**src/sds_pkg.sv**
```systemverilog
// Package of constants and types for the delta-sigma conversion sequencer.
`default_nettype none

package sds_pkg;

  // ==========================================================================
  // Register bus geometry
  // ==========================================================================
  localparam int ADDR_W = 8;
  localparam int DATA_W = 32;

  // Register offsets, one aligned word each.
  localparam logic [7:0] OFS_CTRL = 8'h00;
  localparam logic [7:0] OFS_DECIM = 8'h04;
  localparam logic [7:0] OFS_INSEL = 8'h08;
  localparam logic [7:0] OFS_STATUS = 8'h0C;
  localparam logic [7:0] OFS_RESULT = 8'h10;

  // ==========================================================================
  // Field positions
  // ==========================================================================
  localparam int CTRL_START_BIT = 0;
  localparam int CTRL_STOP_BIT = 1;
  localparam int CTRL_MODE_LSB = 2;
  localparam int CTRL_RES_LSB = 4;
  localparam int CTRL_SHIFT_LSB = 8;
  localparam int STAT_DONE_BIT = 0;
  localparam int STAT_BUSY_BIT = 1;
  localparam int STAT_VALID_BIT = 2;
  localparam int RATIO_W = 9;
  localparam int INSEL_W = 4;
  localparam int SHIFT_W = 5;

  // ==========================================================================
  // Modes, resolutions and states
  // ==========================================================================
  typedef enum logic [1:0] {
    SDS_SINGLE = 2'h0,
    SDS_CONT = 2'h1,
    SDS_MULTI = 2'h2,
    SDS_TURBO = 2'h3
  } sds_mode_t;

  typedef enum logic [1:0] {
    SDS_RES8 = 2'h0,
    SDS_RES12 = 2'h1,
    SDS_RES16 = 2'h2,
    SDS_RES20 = 2'h3
  } sds_res_t;

  // Gray codes along standby, convert, hold.
  typedef enum logic [1:0] {
    SDS_ST_STANDBY = 2'b00,
    SDS_ST_CONVERT = 2'b01,
    SDS_ST_HOLD = 2'b11
  } sds_state_t;

  // ==========================================================================
  // Reset values and counts
  // ==========================================================================
  localparam sds_mode_t MODE_RST = SDS_SINGLE;
  localparam sds_res_t RES_RST = SDS_RES16;
  localparam logic [SHIFT_W-1:0] SHIFT_RST = 5'h09;
  localparam logic [RATIO_W-1:0] DECIM_RST = 9'h040;
  localparam logic [INSEL_W-1:0] INSEL_RST = 4'h0;
  localparam logic [2:0] PRIME_OUTPUTS = 3'h4;
  localparam logic [2:0] TURBO_OUTPUTS = 3'h1;
  localparam int MOD_DIV = 32;
  localparam int ACC_W = 40;

  // ==========================================================================
  // Carriers
  // ==========================================================================
  typedef struct packed {
    logic [ADDR_W-1:0] addr;
    logic [DATA_W-1:0] wdata;
    logic wr;
    logic rd;
  } sds_bus_t;

  typedef struct packed {
    sds_mode_t mode;
    sds_res_t res;
    logic [SHIFT_W-1:0] shift;
  } sds_cfg_t;

endpackage

`default_nettype wire

```
**src/sds_sequencer.sv**
```systemverilog
// Conversion sequencer: registers, mode control and result hand-off.
// Functional notes
// Default setting delivers 16-bit results, 48 ksps.
// Top resolution gives 20-bit results, slow rate.
// Lower resolutions allow faster output rates.
// Decimator turns serial bits into words.
// Filtering has fourth-order sinc response.
// Decimator sets resolution; output spans four samples.
// Results invalid until fourth sample after switch.
// Four modes: single, continuous, multi, turbo.
// Start bit or trigger input begins conversion.
// Done flag and output hold until read.
// Single: standby, then four conversions, three prime.
// Single: result after fourth, then back to standby.
// Host polls status or uses done output.
// Continuous: first result after priming, then steady.
// Host avoids input switching in continuous mode.
// Multi: re-prime between samples, auto restart.
// Turbo: like multi, one reset above sixteen bits.
// Trigger input optional in continuous mode.
// Host may drive trigger from logic or clock.
// Start while busy is ignored.
//
// Our own choices: the address map and the address-and-strobe port.
`default_nettype none

module sds_sequencer #(
  parameter int ACC_W = sds_pkg::ACC_W,
  parameter int MOD_DIV = sds_pkg::MOD_DIV
) (
  // Clock and reset.
  input wire logic core_clk,
  input wire logic rst,
  // Register port.
  input wire sds_pkg::sds_bus_t bus,
  output logic [sds_pkg::DATA_W-1:0] rdata,
  // Modulator and trigger pins.
  input wire logic modBit,
  input wire logic socTrig,
  // Done output and input selection.
  output logic eocOut,
  output logic [sds_pkg::INSEL_W-1:0] inSel
);

  // ==========================================================================
  // Pin synchronisers
  // ==========================================================================
  logic modMeta; // First stage, read only by modSync.
  logic modSync; // Modulator bit in the core domain.
  logic socMeta; // First stage, read only by socSync.
  logic socSync; // Trigger level in the core domain.
  logic socLast; // Previous trigger level for edge detection.

  // Both pins come from outside this clock's domain, so each passes two
  // flip-flops before anything looks at it.
  always_ff @(posedge core_clk or posedge rst) begin
    if (rst) begin
      modMeta <= 1'b0;
      modSync <= 1'b0;
      socMeta <= 1'b0;
      socSync <= 1'b0;
      socLast <= 1'b0;
    end else begin
      modMeta <= modBit;
      modSync <= modMeta;
      socMeta <= socTrig;
      socSync <= socMeta;
      socLast <= socSync;
    end
  end

  // A trigger counts on its rising edge only; a pin left low never starts.
  logic socRise;
  assign socRise = socSync && !socLast;

  // ==========================================================================
  // Decimator and its sample-rate enable
  // ==========================================================================
  logic modTick; // One-cycle modulator sample enable.
  logic decClear; // Restarts the decimator from zero.
  logic cicValid; // A new word left the decimator.
  logic signed [ACC_W-1:0] cicData; // That word, full width.
  logic [sds_pkg::RATIO_W-1:0] ratio; // Decimation ratio register.

  sds_tick_div #(
    .DIV(MOD_DIV)
  ) u_div (
    .core_clk(core_clk),
    .rst(rst),
    .tick(modTick)
  );

  sds_sinc4 #(
    .ACC_W(ACC_W),
    .RATIO_W(sds_pkg::RATIO_W)
  ) u_sinc (
    .core_clk(core_clk),
    .rst(rst),
    .sampleEn(modTick),
    .modBit(modSync),
    .clear(decClear),
    .ratio(ratio),
    .outValid(cicValid),
    .outData(cicData)
  );

  // ==========================================================================
  // Register decode
  // ==========================================================================
  logic wrCtrl;
  logic wrDecim;
  logic wrInsel;
  logic rdResult;
  logic startReq; // Start from either source this cycle.
  logic stopReq; // Software stop of a running sequence.

  assign wrCtrl = bus.wr && (bus.addr == sds_pkg::OFS_CTRL);
  assign wrDecim = bus.wr && (bus.addr == sds_pkg::OFS_DECIM);
  assign wrInsel = bus.wr && (bus.addr == sds_pkg::OFS_INSEL);
  assign rdResult = bus.rd && (bus.addr == sds_pkg::OFS_RESULT);
  assign startReq = (wrCtrl && bus.wdata[sds_pkg::CTRL_START_BIT])
                    || socRise;
  assign stopReq = wrCtrl && bus.wdata[sds_pkg::CTRL_STOP_BIT];

  // ==========================================================================
  // Configuration registers
  // ==========================================================================
  sds_pkg::sds_cfg_t cfg; // Mode, resolution and result shift.
  sds_pkg::sds_cfg_t next_cfg;
  logic [sds_pkg::RATIO_W-1:0] next_ratio;
  logic [sds_pkg::INSEL_W-1:0] next_inSel;

  // Software writes steer mode, resolution, ratio and input selection.
  // Changing them mid-sequence is allowed but takes effect at once, so the
  // word in flight may be a mix of the old and new setting.
  always_comb begin
    next_cfg = cfg;
    next_ratio = ratio;
    next_inSel = inSel;
    if (wrCtrl) begin
      next_cfg.mode = sds_pkg::sds_mode_t'(
        bus.wdata[sds_pkg::CTRL_MODE_LSB +: 2]);
      next_cfg.res = sds_pkg::sds_res_t'(
        bus.wdata[sds_pkg::CTRL_RES_LSB +: 2]);
      next_cfg.shift = bus.wdata[sds_pkg::CTRL_SHIFT_LSB +: sds_pkg::SHIFT_W];
    end
    if (wrDecim) begin
      next_ratio = bus.wdata[sds_pkg::RATIO_W-1:0];
    end
    if (wrInsel) begin
      next_inSel = bus.wdata[sds_pkg::INSEL_W-1:0];
    end
  end

  // Register the configuration; reset gives 16-bit single mode.
  always_ff @(posedge core_clk or posedge rst) begin
    if (rst) begin
      cfg.mode <= sds_pkg::MODE_RST;
      cfg.res <= sds_pkg::RES_RST;
      cfg.shift <= sds_pkg::SHIFT_RST;
      ratio <= sds_pkg::DECIM_RST;
      inSel <= sds_pkg::INSEL_RST;
    end else begin
      cfg <= next_cfg;
      ratio <= next_ratio;
      inSel <= next_inSel;
    end
  end

  // ==========================================================================
  // Result formatting
  // ==========================================================================
  // Shift the raw word down and keep the chosen number of signed bits.
  function automatic logic [31:0] fmtResult(
    input logic signed [ACC_W-1:0] raw,
    input logic [sds_pkg::SHIFT_W-1:0] sh,
    input sds_pkg::sds_res_t res
  );
    logic signed [ACC_W-1:0] scaled;
    scaled = raw >>> sh;
    case (res)
      sds_pkg::SDS_RES8: fmtResult = 32'(signed'(scaled[7:0]));
      sds_pkg::SDS_RES12: fmtResult = 32'(signed'(scaled[11:0]));
      sds_pkg::SDS_RES16: fmtResult = 32'(signed'(scaled[15:0]));
      default: fmtResult = 32'(signed'(scaled[19:0]));
    endcase
  endfunction

  // ==========================================================================
  // Sequencer
  // ==========================================================================
  sds_pkg::sds_state_t state; // Standby, converting or holding a result.
  logic [2:0] convCnt; // Words since the last decimator clear.
  logic [2:0] validCnt; // Words since the last input switch.
  logic done; // Result waiting to be read.
  logic [31:0] result; // Latest result word.
  sds_pkg::sds_state_t next_state;
  logic [2:0] next_convCnt;
  logic [2:0] next_validCnt;
  logic next_done;
  logic [31:0] next_result;
  logic next_decClear;
  logic [2:0] needCnt; // Words needed before a result counts.
  logic [2:0] convInc; // convCnt after this word, saturating.
  logic resultNow; // This word becomes a result.
  logic turboFast; // Turbo mode above sixteen bits.

  assign turboFast = (cfg.mode == sds_pkg::SDS_TURBO)
                     && (cfg.res == sds_pkg::SDS_RES20);
  assign needCnt = turboFast ? sds_pkg::TURBO_OUTPUTS
                             : sds_pkg::PRIME_OUTPUTS;
  assign convInc = (convCnt == sds_pkg::PRIME_OUTPUTS) ? convCnt
                                                       : convCnt + 3'h1;
  assign resultNow = (state == sds_pkg::SDS_ST_CONVERT) && cicValid
                     && (convInc >= needCnt) && !decClear;

  // Next-state logic for the whole conversion sequence. The decimator is
  // cleared on every start; a word that leaves it in the clear cycle was
  // built from stale bits and is not counted toward priming.
  always_comb begin
    next_state = state;
    next_convCnt = convCnt;
    next_validCnt = validCnt;
    next_done = done;
    next_result = result;
    next_decClear = 1'b0;
    // Reading the result frees the done flag; a new result wins below.
    if (rdResult) begin
      next_done = 1'b0;
    end
    // Count words since the input switch, saturating at four.
    if (wrInsel) begin
      next_validCnt = 3'h0;
    end else if (cicValid && validCnt != sds_pkg::PRIME_OUTPUTS) begin
      next_validCnt = validCnt + 3'h1;
    end
    case (state)
      sds_pkg::SDS_ST_STANDBY: begin
        // Only standby accepts a start; elsewhere a start is dropped.
        if (startReq && !stopReq) begin
          next_state = sds_pkg::SDS_ST_CONVERT;
          next_convCnt = 3'h0;
          next_decClear = 1'b1;
        end
      end
      sds_pkg::SDS_ST_CONVERT: begin
        if (stopReq) begin
          next_state = sds_pkg::SDS_ST_STANDBY;
        end else if (cicValid && !decClear) begin
          next_convCnt = convInc;
          if (resultNow) begin
            next_result = fmtResult(cicData, cfg.shift, cfg.res);
            next_done = 1'b1;
            case (cfg.mode)
              sds_pkg::SDS_SINGLE: begin
                next_state = sds_pkg::SDS_ST_HOLD;
              end
              sds_pkg::SDS_CONT: begin
                next_state = sds_pkg::SDS_ST_CONVERT;
              end
              default: begin
                // Multi and turbo restart from a clean decimator.
                next_convCnt = 3'h0;
                next_decClear = 1'b1;
              end
            endcase
          end
        end
      end
      sds_pkg::SDS_ST_HOLD: begin
        // Single mode waits here until the word has been taken or a stop is written.
        if (rdResult || stopReq) begin
          next_state = sds_pkg::SDS_ST_STANDBY;
        end
      end
      default: begin
        next_state = sds_pkg::SDS_ST_STANDBY;
      end
    endcase
  end

  // Register the sequencer state.
  always_ff @(posedge core_clk or posedge rst) begin
    if (rst) begin
      state <= sds_pkg::SDS_ST_STANDBY;
      convCnt <= 3'h0;
      validCnt <= 3'h0;
      done <= 1'b0;
      result <= 32'h0000_0000;
      decClear <= 1'b0;
    end else begin
      state <= next_state;
      convCnt <= next_convCnt;
      validCnt <= next_validCnt;
      done <= next_done;
      result <= next_result;
      decClear <= next_decClear;
    end
  end

  // The done pin mirrors the sticky flag so DMA or an interrupt can use it.
  assign eocOut = done;

  // ==========================================================================
  // Read data
  // ==========================================================================
  logic [31:0] next_rdata;

  // Read data stands in the cycle after the strobe and is zero otherwise.
  // Unmapped offsets read as zero.
  always_comb begin
    next_rdata = 32'h0000_0000;
    if (bus.rd) begin
      case (bus.addr)
        sds_pkg::OFS_CTRL: begin
          next_rdata[sds_pkg::CTRL_MODE_LSB +: 2] = cfg.mode;
          next_rdata[sds_pkg::CTRL_RES_LSB +: 2] = cfg.res;
          next_rdata[sds_pkg::CTRL_SHIFT_LSB +: sds_pkg::SHIFT_W] = cfg.shift;
        end
        sds_pkg::OFS_DECIM: begin
          next_rdata[sds_pkg::RATIO_W-1:0] = ratio;
        end
        sds_pkg::OFS_INSEL: begin
          next_rdata[sds_pkg::INSEL_W-1:0] = inSel;
        end
        sds_pkg::OFS_STATUS: begin
          next_rdata[sds_pkg::STAT_DONE_BIT] = done;
          next_rdata[sds_pkg::STAT_BUSY_BIT] =
            (state != sds_pkg::SDS_ST_STANDBY);
          next_rdata[sds_pkg::STAT_VALID_BIT] =
            (validCnt == sds_pkg::PRIME_OUTPUTS);
        end
        sds_pkg::OFS_RESULT: begin
          next_rdata = result;
        end
        default: begin
          next_rdata = 32'h0000_0000;
        end
      endcase
    end
  end

  // Register the read data.
  always_ff @(posedge core_clk or posedge rst) begin
    if (rst) begin
      rdata <= 32'h0000_0000;
    end else begin
      rdata <= next_rdata;
    end
  end

endmodule // sds_sequencer

`default_nettype wire

```
**src/sds_sinc4.sv**
```systemverilog
// Fourth-order sinc decimator turning the modulator bit stream into words.
`default_nettype none

module sds_sinc4 #(
  parameter int ACC_W = 40,
  parameter int RATIO_W = 9
) (
  // Clock and reset.
  input wire logic core_clk,
  input wire logic rst,
  // Bit stream in.
  input wire logic sampleEn,
  input wire logic modBit,
  input wire logic clear,
  input wire logic [RATIO_W-1:0] ratio,
  // Words out.
  output logic outValid,
  output logic signed [ACC_W-1:0] outData
);

  // ==========================================================================
  // State
  // ==========================================================================
  logic signed [ACC_W-1:0] integ [4]; // Integrator chain.
  logic signed [ACC_W-1:0] dly [4]; // Comb delay taps.
  logic [RATIO_W-1:0] phase; // Position in the decimation period.
  logic signed [ACC_W-1:0] next_integ [4];
  logic signed [ACC_W-1:0] next_dly [4];
  logic [RATIO_W-1:0] next_phase;
  logic next_outValid;
  logic signed [ACC_W-1:0] next_outData;
  logic signed [ACC_W-1:0] inVal;
  logic signed [ACC_W-1:0] stage;

  // Four integrators at the modulator rate, four combs at the word rate.
  // Wrap-around arithmetic is fine: the combs undo any integrator overflow
  // as long as ACC_W covers four times log2 of the ratio plus one.
  always_comb begin
    next_integ = integ;
    next_dly = dly;
    next_phase = phase;
    next_outValid = 1'b0;
    next_outData = outData;
    stage = integ[3];
    inVal = modBit ? ACC_W'(1) : {ACC_W{1'b1}};
    if (clear) begin
      // A fresh start forgets every earlier bit.
      for (int k = 0; k < 4; k++) begin
        next_integ[k] = '0;
        next_dly[k] = '0;
      end
      next_phase = '0;
    end else if (sampleEn) begin
      next_integ[0] = integ[0] + inVal;
      for (int k = 1; k < 4; k++) begin
        next_integ[k] = integ[k] + integ[k-1];
      end
      next_phase = phase + RATIO_W'(1);
      // Greater-or-equal so a smaller ratio written mid-run wraps at once.
      if (phase >= ratio - RATIO_W'(1)) begin
        next_phase = '0;
        for (int k = 0; k < 4; k++) begin
          next_dly[k] = stage;
          stage = stage - dly[k];
        end
        next_outData = stage;
        next_outValid = 1'b1;
      end
    end
  end

  // Register the filter state.
  always_ff @(posedge core_clk or posedge rst) begin
    if (rst) begin
      for (int k = 0; k < 4; k++) begin
        integ[k] <= '0;
        dly[k] <= '0;
      end
      phase <= '0;
      outValid <= 1'b0;
      outData <= '0;
    end else begin
      integ <= next_integ;
      dly <= next_dly;
      phase <= next_phase;
      outValid <= next_outValid;
      outData <= next_outData;
    end
  end

endmodule // sds_sinc4

`default_nettype wire

```
**src/sds_tick_div.sv**
```systemverilog
// Divider that makes the modulator sample-rate enable pulse.
`default_nettype none

module sds_tick_div #(
  parameter int DIV = 32
) (
  // Clock and reset.
  input wire logic core_clk,
  input wire logic rst,
  // One-cycle enable every DIV clocks.
  output logic tick
);

  // ==========================================================================
  // Counter
  // ==========================================================================
  logic [15:0] count; // Cycles since the last tick.
  logic [15:0] next_count;
  logic next_tick;

  // Count up through the period and pulse at the wrap.
  always_comb begin
    next_tick = 1'b0;
    next_count = count + 16'h0001;
    if (count == 16'(DIV - 1)) begin
      next_count = 16'h0000;
      next_tick = 1'b1;
    end
  end

  // Register the counter and the pulse.
  always_ff @(posedge core_clk or posedge rst) begin
    if (rst) begin
      count <= 16'h0000;
      tick <= 1'b0;
    end else begin
      count <= next_count;
      tick <= next_tick;
    end
  end

endmodule // sds_tick_div

`default_nettype wire
```
**config.mk**
```make
export PLATFORM = sky130hd
export DESIGN_NAME = sds_sequencer
export DESIGN_NICKNAME = d
export VERILOG_FILES = /design/src/sds_pkg.sv /design/src/sds_sequencer.sv /design/src/sds_sinc4.sv /design/src/sds_tick_div.sv
export SDC_FILE = /design/constraint.sdc
export NUM_CORES = 2
export LEC_CHECK = 0
export BUFFER_PORTS_ARGS = -buffer_cell sky130_fd_sc_hd__buf_4
export CAP_MARGIN = 30
export CORE_MARGIN = 3
export CORE_UTILIZATION = 55
export DETAILED_ROUTE_END_ITERATION = 16
export PLACE_DENSITY = 0.71
export SLEW_MARGIN = 20
export SYNTH_ARGS = -nofsm -noshare
export SYNTH_HDL_FRONTEND = slang
export SYNTH_SLANG_ARGS = --single-unit
```
**constraint.sdc**
```tcl
create_clock -name core_clk -period 13.82 [get_ports core_clk]
set_input_delay 0.691 -clock core_clk [delete_from_list [all_inputs] [get_ports core_clk]]
set_output_delay 0.691 -clock core_clk [all_outputs]
set_load 0.05 [all_outputs]
```
# Word-level counts from Yosys, hierarchy flattened
# Index checks and enable logic that the tools add are counted.
[op_classes]
n_addsub = 13
magnitude_cmp = 2
eq_ne = 22
shifts = 1
mux = 52
bitwise_logic = 2
reduce_logical = 34
[ops]
columns = ["cell", "count"]
rows = [
  ["160-bit two-way mux", 5],
  ["40-bit adder", 4],
  ["40-bit subtractor", 4],
  ["32-bit case mux with 3 select lines", 1],
  ["40-bit two-way mux", 1],
  ["40-bit by 5-bit >>> shifter with 20-bit output", 1],
  ["32-bit two-way mux", 1],
  ["3-bit two-way mux", 9],
  ["9-bit two-way mux", 3],
  ["19-bit two-way mux", 1],
  ["16-bit by 1-bit adder with 16-bit output (second input constant)", 1],
  ["16-bit by 5-bit == test with 1-bit output (second input constant)", 1],
  ["8-bit by 4-bit == test with 1-bit output (second input constant)", 2],
  ["16-bit two-way mux", 1],
  ["1-bit logical AND", 14],
  ["1-bit two-way mux", 14],
  ["2-bit case mux with 3 select lines", 2],
  ["2-bit two-way mux", 5],
  ["2-bit nonzero test", 5],
  ["9-bit by 1-bit adder with 9-bit output (second input constant)", 1],
  ["9-bit >= comparator", 1],
  ["9-bit by 1-bit subtractor with 9-bit output (second input constant)", 1],
  ["2-bit == test (second input constant)", 4],
  ["8-bit by 3-bit == test with 1-bit output (second input constant)", 1],
  ["other kinds (28)", 43],
]
[totals]
register_bits = 488
in_bits = 46
out_inout_bits = 37
wordCells = 156

# Longest topological paths before layout
[logic_depth]
ltp_word = 10
depth_mapped = 45
ltp_nobuf = 45

# Cells and area by module
# From an unflattened synthesis, not the netlist that was laid out.
[unflattened]
cells_unflattened = 4113
hier_area_um2 = 35995.8
[by_module_without_submodules]
columns = ["module", "n_inst", "cells_each", "area_each_um2", "seq_area_each_um2"]
rows = [
  ["sds_sinc4", 1, 3473, 29383.2, 9258.9],
  ["sds_sequencer", 1, 572, 5803.1, 1931.9],
  ["sds_tick_div", 1, 68, 809.5, 425.4],
]

# Worst setup path after synthesis
# OpenSTA, ideal clock, no wires.
[synth_timing]
path_type = "flip-flop to flip-flop"
start = "reg u_sinc.integ[1] (netlist bit)"
end = "reg u_sinc.outData[37]"
setup_time_ns = 0.133
arrival_ns = 7.747
t_required_ns = 13.687
path_slack_ns = 5.940
path_stages_with_launch = 45
path_buffers = 0
period_less_slack_ns = 7.880
cell_sequence = "dfrtp_1 -> ha_1 -> nor2b_1 -> o21ai_0 -> o211ai_1 -> and3_1 -> nor2_1 -> nor2_1 -> o21ai_0 -> nand2_1 -> a21oi_1 -> o21bai_1 -> a21oi_1 -> xnor2_1 -> ha_1 -> a21o_1 -> a21oi_1 -> o21ai_0 -> [... 9 more ...] -> a311oi_1 -> o31ai_1 -> a21oi_1 -> o21ai_0 -> a21oi_1 -> xnor2_1 -> ha_1 -> a21oi_1 -> o21bai_1 -> a21oi_1 -> o31ai_1 -> a31oi_1 -> o21ai_0 -> a31o_2 -> a21o_1 -> a31oi_1 -> xor2_1 -> o21ai_0"
[synth_between]
elab_chain_len = 4
[synth_rtl]
columns = ["item", "line", "text"]
rows = [
  ["start: declaration", "sds_sinc4.sv:24", "logic signed [ACC_W-1:0] integ [4];"],
  ["start signal: assignment", "sds_sinc4.sv:83", "integ <= next_integ;"],
  ["40-bit subtractor (4 in series)", "sds_sinc4.sv:64", "stage = stage - dly[k];"],
  ["end signal: assignment", "sds_sinc4.sv:87", "outData <= next_outData;"],
  ["end: declaration", "sds_sinc4.sv:18", "output logic signed [ACC_W-1:0] outData"],
]
# Every way passes these cells.
# A chain may end at the register's enable or synchronous reset.

# Worst setup path in the final report
# Same ends and word-level chain as after synthesis.

==> results.yml <==
timing:
  timing.final.ws_setup_ns: 4.40
  worstMarginPinSlew_ns: 0.956
  finalHoldViolations: 0
  finalClockSkew_ns: 0.0302
  rsz0062_at_grt: "no"
  fin_crit_sh: 0.681
  holdWs_ns: 0.150
  relSlewSlack: 0.363
  drv_slew: 0
  setup_tns_ns: 0
  setup_viol_count_final: 0
  fmax_ghz: 0.106
  layout_min_cycle_time_ns: 9.42
finish:
  drive_gt1_frac: 0.0670
  diodes: 0
  final_common_cell: "nand2_1"
  final_cell_mix: "nand2_1, dfrtp_1, a21oi_1"
  nets: 4443
  areaGrowthSynthToFinish_pct: 8.82
yosys:
  yosys_warnings: 0
  synth_xor_area_frac: 0.0764
  synth_mux_area_frac: 0.0619
  syn-cell-area_um2: 35400
  synth_top_family_by_area: "compound AO/OA/AOI/OAI gates"
  synth_compound_area_frac: 0.219
  avgSynthCellArea_um2: 8.68
  ys_seq_elements: 464
  synth_fa_ha_area_frac: 0.121
  synthesis.nets: 4457
  synth_simple_gate_area_frac: 0.147
  yosysUniqueCellTypes: 87
  synth-edff-count: 0
  async_reset_ff_frac: 1.00
  syn_inst: 4074
  ys_seq_area_frac: 0.329
  synth_flop_cell: "dfrtp_1"
critical_path:
  worstSetupEndpointType: "register"
  crit_top_cell: "a21oi_1"
  startpoint_type: "register"
  worstPathRequired_ns: 14.29
  worstPathMaxFanout: 6
  setup.worst_path.class: "register to register"
  cpMaxStageDelayCell: "dfrtp_1"
  cp_data_arrival_time_ns: 9.89
  r2r-start: "u_sinc.integ[1]"
  slowest_delay_ns: 0.47
  crit_path_start: "u_sinc.integ[1]"
drt:
  vias: 28028
  first_pass_iters: 5
  routed_wl_um: 75300
  ant_nets: 0
  detail_route.wl_per_cell_um: 15.2
  drtIter0Drc: 1042
  vias_per_cell: 5.66
  drcViolationCount: 0
global_route:
  antenna_found_initial: 0
  grt_overflow: 0
  grt_pass1_wl_um: 129000
  grtUsageTotal: 0.224
  grt_pass1_vias: 27354
  grt_max_degree: 152
cts:
  postCtsHoldBufs: 0
  post_cts_buffers: 0
  post_cts_resized: 0
  clk_pin_slew_ns: 0.06
  cts-buffers-inserted: 53
  cts_tree: "done"
  cts.sinks: 464
  cts.htree.levels: 2
  clockBufferDepth: 3
  cts-root-buf: "clkbuf_16"
  clock_latency_ns: 0.62
pwr:
  p_per_area_nw_per_um2: 80.0
  p_leak_nw: 18.6
  ir_drop_uv: 90.4
  total_power_w: 0.00308
place:
  portBuffers: 63
  place.gp.congestion: 0.882
  dpl.hpwl_um: 54500
  dp_slack_ns: 4.49
die:
  die_x_um: 260
  core.rowCount: 92
  core-area_um2: 63300
  ios: 83
  initial_core_util: 0.558
  dieArea_um2: 67400
  die_h_um: 260
flow_run:
  max-cap-violations: 0
status:
  status: "completed"
hold_path:
  hp-class: "input pin to asynchronous set/reset pin"
## cells by family after synthesis
kind of cell               after synthesis
AOI/OAI and AO/OA                     1196
xor gates and xnor gates               306
adders and majority gates              337
buffers and inverters                  424
DFF                                    464
muxes                                  185
and+or+nand+nor                       1162
## path summary, 6_finish.rpt
kind                            depth (start not counted)  slack [ns]                 end
min in group core_clk                                   1        0.18             modMeta
max in group asynchronous                               5       11.68    u_sinc.integ[63]
worst min-delay path                                    2        0.15            decClear
worst max-delay path                                   44        4.40  u_sinc.outData[37]
worst min register to register                          0        0.35             socSync
worst max register to register                         44        4.40  u_sinc.outData[37]
## per-layer routing
metal | vias to the layer above | routed length (µm) | GRT usage
met1 | 13023 | 33300 | 0.274
met3 | 161 | 2150 | 0.0249
met2 | 393 | 37400 | 0.408
met5 | - | 0 | 0
met4 | 0 | 2520 | 0.0766
li1 | 14451 | - | -
## state kept, by name, summed over array words and instances (netlist names), 2 cells and up
register        flops
ratio               9
inSel               4
u_div.count        16
u_sinc.dly        160
state               2
rdata              20
validCnt            3
u_sinc.phase        9
u_sinc.outData     40
result             20
u_sinc.integ      160
convCnt             3
cfg                 9
## cell type report
class                      instances  area [µm²]
clock inverter                    15         234
inverter                         265        1000
tap                              846        1060
multi-input combinational       3186       22100
fill                            5693       24800
sequential                       464       11600
timing repair buffer              90         813
clock buffer                      84        1610
## synth_stat cells, types with 9 or more instances
master,number,area (µm²)
nand2_1,475,1780
dfrtp_1,460,11500
a21oi_1,388,1940
nor2_1,330,1240
ha_1,329,4120
inv_1,262,983
o21ai_0,225,1130
xnor2_1,211,1850
a21o_1,172,1290
mux2i_1,141,1410
clkbuf_1,123,462
xor2_1,93,815
a22o_1,82,718
nand3_1,59,295
nand2b_1,52,325
nor3_1,51,255
nor2b_1,49,307
a211oi_1,45,338
o21bai_1,43,323
and3_1,37,231
o21a_1,36,270
a31oi_1,30,188
nand4_1,29,181
mux4_2,25,563
o211ai_1,21,158
buf_1,20,75.1
mux2_2,19,214
a21boi_0,15,113
and2_1,14,87.6
o31ai_1,13,97.6
a22oi_1,12,90.1
and4_1,12,105
buf_4,12,90.1
or2_2,12,75.1
or3_1,12,75.1
o22ai_1,10,62.6
a221o_1,9,90.1
a41oi_1,9,78.8
## worst max-delay path: cells and delay by family, from the launching register on
kind	cells	cell delay, ns
AOI/OAI and AO/OA	27	5.62
xor gates and xnor gates	4	0.66
DFF	1	0.47
adders and majority gates	4	1.26
and+or+nand+nor	9	1.25
## where the power goes
group          internal (W)  switching (W)  leakage, nW
Sequential          0.00137      0.0000156         6.30
Combinational     0.0000874       0.000130         11.4
Clock              0.000893       0.000580        0.901
Total               0.00235       0.000725         18.6
## per-stage QoR
step | util | std cells | cell area [µm²]
floorplan | - | 4074 | 35400
global placement | 0.576 | 4844 | 36500
detailed placement | 0.576 | 4845 | 36500
CTS | 0.605 | 4944 | 38300
global route | 0.608 | 4950 | 38500
finish | 0.608 | 4950 | 38500
Power figures use the tool's default switching activity.
